### src/pkg/btse_defs.svh
`ifndef BTSE_DEFS_SVH
`define BTSE_DEFS_SVH
// instruction word layout (14-bit)
`define BTSE_IW 14
`define BTSE_OP_BITOP 2'h1
`define BTSE_OP_CALL 2'h2
`define BTSE_SUB_SET 2'h1
`define BTSE_SUB_SKIP_CLR 2'h2
`define BTSE_SUB_SKIP_SET 2'h3
`define BTSE_PC_W 13
`define BTSE_LIT_W 11
`define BTSE_STACK_DEPTH 8
`define BTSE_PC_RST 13'h0000
`define BTSE_PAGE_LSB 3
`endif

### src/pkg/btse_pkg.sv
`default_nettype none
package btse_pkg;
   typedef enum logic [1:0]
   {
      BTSE_EXEC = 2'b00,
      BTSE_SQUASH = 2'b01,
      BTSE_CALL2 = 2'b10
   } btse_state_t;
endpackage
`default_nettype wire

### src/rtl/btse_core.sv
// Functional notes
// - skip-if-clear: bit one, next instruction executes, one cycle
// - skip-if-clear: bit zero, fetched next instruction squashed to no-op, two cycles
// - squash cycle does no read, no processing, no write in any quarter
// - skip-if-set: bit one, next instruction squashed to no-op, two cycles
// - skip-if-set: bit zero, next instruction executes, one cycle
// - bit test reads file register, processes bit, no write-back, no flag change
// - set-bit forces selected bit of file register to one, one cycle
`timescale 1ns/10ps
`default_nettype none
`include "btse_defs.svh"
module btse_core
(
   input wire logic i_clk,
   input wire logic i_rst_n,
   input wire logic i_instr_valid,
   input wire logic [13:0] i_instr,
   input wire logic [7:0] i_file_rdata,
   input wire logic [7:0] i_pc_page_latch,
   output logic [6:0] o_file_addr,
   output logic o_file_rd,
   output logic o_file_we,
   output logic [7:0] o_file_wdata,
   output logic [12:0] o_pc,
   output logic [12:0] o_stack_top,
   output logic o_squash,
   output logic o_busy
);
   // ----------------------------------------
   // decode
   // ----------------------------------------
   logic [1:0] op;
   logic [1:0] sub;
   logic [2:0] bsel;
   logic sel_bit;
   logic is_bitop;
   logic is_call;
   btse_pkg::btse_state_t state_q;
   btse_pkg::btse_state_t state_d;
   logic [12:0] pc_q;
   logic [12:0] pc_d;
   logic [12:0] stack_q [0:`BTSE_STACK_DEPTH-1];
   logic [12:0] stack_d [0:`BTSE_STACK_DEPTH-1];
   logic [2:0] sp_q;
   logic [2:0] sp_d;
   logic [7:0] wdata_q;
   logic [7:0] wdata_d;
   logic we_q;
   logic we_d;
   logic take_skip;
   assign op = i_instr[13:12];
   assign sub = i_instr[11:10];
   assign bsel = i_instr[9:7];
   assign sel_bit = i_file_rdata[bsel];
   assign is_bitop = i_instr_valid && (state_q == btse_pkg::BTSE_EXEC) && (op == `BTSE_OP_BITOP);
   assign is_call = i_instr_valid && (state_q == btse_pkg::BTSE_EXEC) && (op == `BTSE_OP_CALL);
   assign take_skip = is_bitop && (((sub == `BTSE_SUB_SKIP_CLR) && !sel_bit) ||
                                  ((sub == `BTSE_SUB_SKIP_SET) && sel_bit));
   // ----------------------------------------
   // outputs
   // ----------------------------------------
   // squash cycle leaves the file bus idle
   assign o_file_addr = i_instr[6:0];
   assign o_file_rd = is_bitop;
   assign o_squash = (state_q == btse_pkg::BTSE_SQUASH);
   assign o_busy = (state_q != btse_pkg::BTSE_EXEC);
   assign o_file_we = we_q;
   assign o_file_wdata = wdata_q;
   assign o_pc = pc_q;
   // no underflow flag: an empty or wrapped stack shows a zeroed or overwritten slot
   assign o_stack_top = stack_q[sp_q - 3'h1];
   // ----------------------------------------
   // next state
   // ----------------------------------------
   always_comb
   begin
      state_d = btse_pkg::BTSE_EXEC;
      pc_d = pc_q;
      sp_d = sp_q;
      stack_d = stack_q;
      we_d = 1'b0;
      wdata_d = wdata_q;
      if (state_q == btse_pkg::BTSE_EXEC && i_instr_valid)
      begin
         pc_d = pc_q + 13'h0001;
         if (is_call)
         begin
            // stack wraps silently on overflow, as a circular buffer
            stack_d[sp_q] = pc_q + 13'h0001;
            sp_d = sp_q + 3'h1;
            pc_d = {i_pc_page_latch[4:3], i_instr[10:0]};
            state_d = btse_pkg::BTSE_CALL2;
         end
         else if (take_skip)
            state_d = btse_pkg::BTSE_SQUASH;
         else if (is_bitop && sub == `BTSE_SUB_SET)
         begin
            we_d = 1'b1;
            wdata_d = i_file_rdata | (8'h01 << bsel);
         end
         // bit tests not taken fall through: no write, no flags
      end
      else if (state_q == btse_pkg::BTSE_SQUASH)
         pc_d = pc_q + 13'h0001;
   end
   always_ff @(posedge i_clk)
   begin
      if (!i_rst_n)
      begin
         state_q <= btse_pkg::BTSE_EXEC;
         pc_q <= `BTSE_PC_RST;
         sp_q <= 3'h0;
         we_q <= 1'b0;
         wdata_q <= 8'h00;
         for (int i = 0; i < `BTSE_STACK_DEPTH; i++)
            stack_q[i] <= 13'h0000;
      end
      else
      begin
         state_q <= state_d;
         pc_q <= pc_d;
         sp_q <= sp_d;
         we_q <= we_d;
         wdata_q <= wdata_d;
         stack_q <= stack_d;
      end
   end
   // ----------------------------------------
   // checks
   // ----------------------------------------
   property p_clr_skip;
      @(posedge i_clk) disable iff (!i_rst_n)
      (is_bitop && sub == `BTSE_SUB_SKIP_CLR && !sel_bit) |=> o_squash ##1 !o_squash;
   endproperty
   a_clr_skip: assert property (p_clr_skip) else $error("clear-test skip missing");
   property p_clr_noskip;
      @(posedge i_clk) disable iff (!i_rst_n)
      (is_bitop && sub == `BTSE_SUB_SKIP_CLR && sel_bit) |=> !o_squash && !o_busy;
   endproperty
   a_clr_noskip: assert property (p_clr_noskip) else $error("clear-test skipped wrongly");
   property p_set_skip;
      @(posedge i_clk) disable iff (!i_rst_n)
      (is_bitop && sub == `BTSE_SUB_SKIP_SET && sel_bit) |=> o_squash;
   endproperty
   a_set_skip: assert property (p_set_skip) else $error("set-test skip missing");
   property p_set_noskip;
      @(posedge i_clk) disable iff (!i_rst_n)
      (is_bitop && sub == `BTSE_SUB_SKIP_SET && !sel_bit) |=> !o_squash;
   endproperty
   a_set_noskip: assert property (p_set_noskip) else $error("set-test skipped wrongly");
   property p_squash_idle;
      @(posedge i_clk) disable iff (!i_rst_n)
      o_squash |-> !o_file_rd && !o_file_we && $stable(o_stack_top);
   endproperty
   a_squash_idle: assert property (p_squash_idle) else $error("activity in squash cycle");
   property p_test_nowrite;
      @(posedge i_clk) disable iff (!i_rst_n)
      (is_bitop && sub[1]) |=> !o_file_we;
   endproperty
   a_test_nowrite: assert property (p_test_nowrite) else $error("bit test wrote back");
   property p_bitset;
      @(posedge i_clk) disable iff (!i_rst_n)
      (is_bitop && sub == `BTSE_SUB_SET) |=> o_file_we && o_file_wdata[$past(bsel)];
   endproperty
   a_bitset: assert property (p_bitset) else $error("bit set failed");
   property p_call;
      @(posedge i_clk) disable iff (!i_rst_n)
      is_call |=> o_busy && o_stack_top == $past(pc_q) + 13'h0001 && o_pc[10:0] == $past(i_instr[10:0]) ##1 !o_busy;
   endproperty
   a_call: assert property (p_call) else $error("call sequence wrong");
   property p_set_squash_once;
      @(posedge i_clk) disable iff (!i_rst_n)
      (is_bitop && sub == `BTSE_SUB_SKIP_SET && sel_bit) |=> o_squash ##1 !o_squash;
   endproperty
   a_set_squash_once: assert property (p_set_squash_once) else $error("set-test skip not two cycles");
   property p_squash_nowrite;
      @(posedge i_clk) disable iff (!i_rst_n)
      o_squash |=> !o_file_we;
   endproperty
   a_squash_nowrite: assert property (p_squash_nowrite) else $error("discarded instruction wrote");
   property p_busy_nord;
      @(posedge i_clk) disable iff (!i_rst_n)
      o_busy |-> !o_file_rd;
   endproperty
   a_busy_nord: assert property (p_busy_nord) else $error("file read while busy");
   property p_squash_pc;
      @(posedge i_clk) disable iff (!i_rst_n)
      o_squash |=> o_pc == $past(o_pc) + 13'h0001;
   endproperty
   a_squash_pc: assert property (p_squash_pc) else $error("squash cycle did not step pc");
   property p_clr_noskip_pc;
      @(posedge i_clk) disable iff (!i_rst_n)
      (is_bitop && sub == `BTSE_SUB_SKIP_CLR && sel_bit) |=> o_pc == $past(o_pc) + 13'h0001;
   endproperty
   a_clr_noskip_pc: assert property (p_clr_noskip_pc) else $error("clear-test not one cycle");
   property p_set_noskip_pc;
      @(posedge i_clk) disable iff (!i_rst_n)
      (is_bitop && sub == `BTSE_SUB_SKIP_SET && !sel_bit) |=> !o_busy && o_pc == $past(o_pc) + 13'h0001;
   endproperty
   a_set_noskip_pc: assert property (p_set_noskip_pc) else $error("set-test not one cycle");
   property p_test_rd;
      @(posedge i_clk) disable iff (!i_rst_n)
      (i_instr_valid && !o_busy && op == `BTSE_OP_BITOP) |-> o_file_rd && o_file_addr == i_instr[6:0];
   endproperty
   a_test_rd: assert property (p_test_rd) else $error("bit op did not read its register");
   property p_bitset_keep;
      @(posedge i_clk) disable iff (!i_rst_n)
      (is_bitop && sub == `BTSE_SUB_SET) |=>
         (((o_file_wdata ^ $past(i_file_rdata)) & ~(8'h01 << $past(bsel))) == 8'h00);
   endproperty
   a_bitset_keep: assert property (p_bitset_keep) else $error("bit set disturbed other bits");
   property p_call_nowrite;
      @(posedge i_clk) disable iff (!i_rst_n)
      is_call |=> !o_file_we ##1 !o_file_we;
   endproperty
   a_call_nowrite: assert property (p_call_nowrite) else $error("call wrote a file register");
   property p_call_page;
      @(posedge i_clk) disable iff (!i_rst_n)
      is_call |=> o_pc[12:11] == $past(i_pc_page_latch[`BTSE_PAGE_LSB+1:`BTSE_PAGE_LSB]);
   endproperty
   a_call_page: assert property (p_call_page) else $error("call page bits wrong");
endmodule
`default_nettype wire

### config.mk
export PLATFORM = sky130hd
export DESIGN_NAME = btse_core
export DESIGN_NICKNAME = d
export VERILOG_FILES = /design/src/pkg/btse_pkg.sv /design/src/rtl/btse_core.sv
export VERILOG_INCLUDE_DIRS = /design/src /design/src/pkg
export SDC_FILE = /design/constraint.sdc
export NUM_CORES = 1
export LEC_CHECK = 0
export BUFFER_PORTS_ARGS = -buffer_cell sky130_fd_sc_hd__buf_4
export CAP_MARGIN = 20
export CORE_ASPECT_RATIO = 1.1
export CORE_UTILIZATION = 49
export CTS_CLUSTER_SIZE = 25
export DETAILED_ROUTE_END_ITERATION = 6
export GPL_TIMING_DRIVEN = 0
export PLACE_DENSITY = 0.81
export SYNTH_ARGS = -nofsm -noshare
export SYNTH_HDL_FRONTEND = slang
export SYNTH_SLANG_ARGS = --single-unit
### constraint.sdc
create_clock -name i_clk -period 8.1 [get_ports i_clk]
set_clock_uncertainty 0.05 [all_clocks]
set_input_delay 1.62 -clock i_clk [delete_from_list [all_inputs] [get_ports i_clk]]
set_output_delay 1.62 -clock i_clk [all_outputs]
set_load 0.02 [all_outputs]
==> After elaboration in Yosys (flattened, before gate mapping) <==
Cells that the tools add are included.
{ "totals": {"out_inout_bits": 45, "word_cells": 67, "input_bits": 33, "regBits": 131} }
{ "classes": {"add_sub_neg": 3, "shifts": 1, "eq_ne": 6, "bitwise": 7, "n_lt_le_gt_ge": 4, "muxes": 14, "n_reduce_logical": 18} }
{ "ops": {"columns": ["operator", "count"], "rows": [
  ["104-bit bitwise mux", 1],
  ["13-bit two-way mux", 6],
  ["13-bit binary-select mux with 3-bit select", 1],
  ["13-bit demux with 3-bit select", 1],
  ["13-bit by 1-bit adder with 13-bit output (second input constant)", 1],
  ["4-bit greater-or-equal comparator (second input constant)", 2],
  ["1-bit logical AND", 8],
  ["3-bit inverter with 4-bit output", 2],
  ["8-bit OR", 1],
  ["1-bit by 3-bit left shift with 8-bit output (first input constant)", 1],
  ["2-bit by 1-bit equality test with 1-bit output (second input constant)", 3],
  ["2-bit equality test (second input constant)", 3],
  ["3-bit by 4-bit < comparator with 1-bit output (second input constant)", 1],
  ["4-bit by 1-bit < comparator with 1-bit output (second input constant)", 1],
  ["1-bit inverter", 4],
  ["2-bit AND reduction", 2],
  ["4-bit AND reduction", 1],
  ["2-bit nonzero test", 2],
  ["4-bit OR reduction", 1],
  ["3-bit by 1-bit adder with 3-bit output (second input constant)", 1],
  ["1-bit binary-select mux with 3-bit select", 1],
  ["1-bit two-way mux", 3],
  ["3-bit OR reduction", 1],
  ["3-bit by 1-bit subtractor with 3-bit output (second input constant)", 1],
  ["other kinds (4)", 4]
]} }

==> Depth between registers and ports, before layout <==
{ "logic_depth": {"ltp_word": 8, "ltp_mapped": 8, "depth_no_buf": 5} }

==> Least setup slack after synthesis <==
Ideal clock, no wire load.
{ "synth_timing": {"path_kind": "reg-to-output", "startpoint": "register sp_q[0]", "endpoint": "output port o_stack_top[12]", "path_slack_ps": 3810, "t_arrival_ps": 2620, "stages_incl_launch_ff": 9, "path_buffers": 4, "path_cell_list": "dfxtp_1 -> buf_2 -> buf_2 -> inv_1 -> ha_1 -> clkbuf_1 -> buf_1 -> mux4_2 -> mux2_2"} }
{ "synth_between": {"elab_chain_cells": 5} }
{ "synth_lines": {"columns": ["item", "line_no", "text"], "rows": [
  ["start, declared", "btse_core.sv:44", "logic [2:0] sp_q;"],
  ["start signal, assigned", "btse_core.sv:122", "sp_q <= sp_d;"],
  ["3-bit by 1-bit subtractor with 3-bit output", "btse_core.sv:71", "assign o_stack_top = stack_q[sp_q - 3'h1];"],
  ["3-bit inverter with 4-bit output (implied by the code)", "btse_core.sv:71", null],
  ["13-bit binary-select mux with 3-bit select", "btse_core.sv:71", null],
  ["13-bit two-way mux (implied by the code) (2 in series)", "btse_core.sv:71", null],
  ["end, declared", "btse_core.sv:25", "output logic [12:0] o_stack_top,"]
]} }
Every way passes these cells. The select of a mux whose other input is x is not followed.

==> Worst setup path in the final report <==
{ "layout_timing": {"startpoint": "register sp_q[0]", "endpoint": "output port o_stack_top[2]"} }
The elaborated chain is that of the path after synthesis.

==> flow_metrics.tcl <==
set metrics [dict create \
    io_buffers 69 \
    netlist_area_mm2 0.00605 \
    final_common_cell "dfxtp_1" \
    wire_per_inst_um 19.9 \
    ys.flop_type "dfxtp_1" \
    cts_tree "done" \
    vias 5449 \
    routed-wl-met3_um 1060 \
    diodes 0 \
    comb_power_share_pct 8.4 \
    fp.dieH_um 119 \
    initial_utilization_pct 50.3 \
    ys_warn_count 0 \
    regArea_mm2 0.00262 \
    relSlewSlack_pct 32.9 \
    setup_viol 0 \
    met2WireLength_um 8900 \
    highest_layer "met4" \
    switching_share_pct 24.4 \
    wirelength_um 17200 \
    p_clk_share_pct 48.4 \
    row_count 42 \
    clk_latency_ps 410 \
    cap_viol_max_count 0 \
    die_area_mm2 0.0128 \
    root_buffer "clkbuf_16" \
    ctsHoldBuffers 0 \
    synthArstFlopShare_pct 0 \
    grt_pass1_vias 5363 \
    period_share_pct 70.3 \
    cts.sinks 131 \
    clkTransAtPathRegs_ps 60 \
    peakVddDrop_mv 0.134 \
    dpl.hpwl_um 12100 \
    die_x_um 108 \
    end_kind "output port" \
    synth.yosys.seq_area_share_pct 43.3 \
    nets 733 \
    critPathMaxFanout 10 \
    synth-edff-count 0 \
    min_period_ps 5690 \
    power_density_mw_per_mm2 209 \
    grt_use_total_pct 27.9 \
    final-max-slew-violation-count 0 \
    synth.avg_cell_area_um2 9.94 \
    worst_slew_pin_slew_ps 999 \
    grt_setup_unrepaired "false" \
    fill_cells 966 \
    multi_input_area_mm2 0.00305 \
    cts_resized 0 \
    grt_max_degree 17 \
    drt.antenna.violating_nets 0 \
    internal_power_mw 1.16 \
    ioPinCount 78 \
    required_ps 6430 \
    wl_met1_um 6440 \
    first_pass_iters 5 \
    syn_inst 609 \
    crit_path_start_kind "register" \
    numCtsBuffers 17 \
    critical_path_arrival_ps 4020 \
    drive_above_1_share_pct 25.8 \
    drt_iter0_drc 531 \
    max_freq_ghz 0.176 \
    drt-vias-per-instance 6.31 \
    final_cell_mix "dfxtp_1, nor2_1, a211oi_1" \
    power.leakage_nw 2.63 \
    syn2layout_area_growth_pct 21.3 \
    drc 0 \
    finalPower_mw 1.54 \
    ys_types 50 \
    antenna_found_initial 0 \
    htreeDepth 4 \
    ys_ff_latch 131 \
    post_cts_buffers 0 \
    path_class "reg2out" \
    grt_pass1_wl_um 27100 \
    hold_class "reg2reg" \
    tns_ps 0 \
    syn_nets 645 \
    grt_overflow_total 0 \
    finalWeightedCongestion 0.850 \
    coreArea_mm2 0.0120 \
    status "complete, no violations" \
    switching_power_uw 375 \
    hold_viol_final 0 \
    pwr-share-seq_pct 43.2 \
    cts_buffer_depth 2 \
]
synthesized netlist by cell type (7+ instances only):
library cell    n  area, um2
nor3_1         11       55.1
mux2i_1        13        130
a31oi_1         7       43.8
nand3_1        12       60.1
a211oi_1       82        616
o21ai_0        20        100
nor2_1        115        432
clkbuf_1       27        101
nand2_1        11       41.3
buf_6           8       90.1
buf_4           7       52.6
mux4_2         28        631
buf_2          14       70.1
xnor2_1         8       70.1
inv_1          12       45.0
dfxtp_1       131       2620
a21oi_1        23        115
mux2_2         13        146
final timing paths:
| kind | cells after the start | slack, ps | from | endpoint |
|---|---|---|---|---|
| max | 9 | 2410 | sp_q[0] | o_stack_top[2] |
| min | 2 | 450 | stack_q[0] | stack_q[0] |
| max reg2reg | 8 | 5050 | sp_q[0] | sp_q[1] |
| min reg2reg | 2 | 450 | stack_q[0] | stack_q[0] |
critical path: stages, from the launching register on:
cell	delay (ps)
dfxtp_1	430
buf_2	370
buf_2	420
inv_1	100
ha_1	300
clkbuf_1	490
buf_1	600
mux4_2	440
mux2_2	290
buf_4	160
metrics by stage:
step	hold slack (ps)	util, %	instances	setup slack [ps]	instance area [um2]
final	449	61.0	864	2410	7340
after global routing	467	61.0	864	2230	7340
after CTS	447	61.0	864	2400	7340
after detailed placement	439	56.2	832	2870	6760
after global placement	418	56.2	832	2890	6760
after floorplan	405	-	609	3810	6050
sequential cells by signal, indices dropped and copies added (netlist names):
register / cells
state_q: 2
stack_q: 104
sp_q: 3
o_file_wdata: 8
o_pc: 13
o_file_we: 1
metal layers:
| layer | vias to the layer above | GRT usage [%] |
|---|---|---|
| met2 | 281 | 47.5 |
| met5 | - | 0 |
| li1 | 2425 | - |
| met1 | 2672 | 32.9 |
| met3 | 71 | 5.24 |
| met4 | 0 | 14.6 |
cells by family (layout without fill, tap and decap cells):
kind of cell	count (synthesis)	count (layout)	synth area share (%)
AND/OR/NAND/NOR	184	184	15.8
flip-flops	131	131	43.3
adder cells (fa/ha/maj)	3	3	0.620
AO/OA/AOI/OAI	154	154	17.4
XOR/XNOR	11	11	1.59
buffers and inverters	72	173	6.18
multiplexers	54	54	15.0
layout make-up:
cell class / instances / area share [%]
Multi-Input combinational cell: 406 / 41.6
Sequential cell: 131 / 35.7
Timing Repair Buffer: 69 / 7.06
Clock buffer: 19 / 6.03
Buffer: 59 / 4.43
Tap cell: 154 / 2.62
Clock inverter: 13 / 1.86
Inverter: 13 / 0.665
power groups by stage:
stage | Sequential, mW | Clock, mW | Combinational (mW)
6_report | 0.663 | 0.744 | 0.130
5_1_grt | 0.664 | 0.779 | 0.138
4_1_cts | 0.663 | 0.745 | 0.128
3_5_place_dp | 0.677 | 0 | 0.127
3_3_place_gp | 0.676 | 0 | 0.124
2_1_floorplan | 0.679 | 0 | 0.0762
Note: power is estimated with default switching activity, not from simulation.
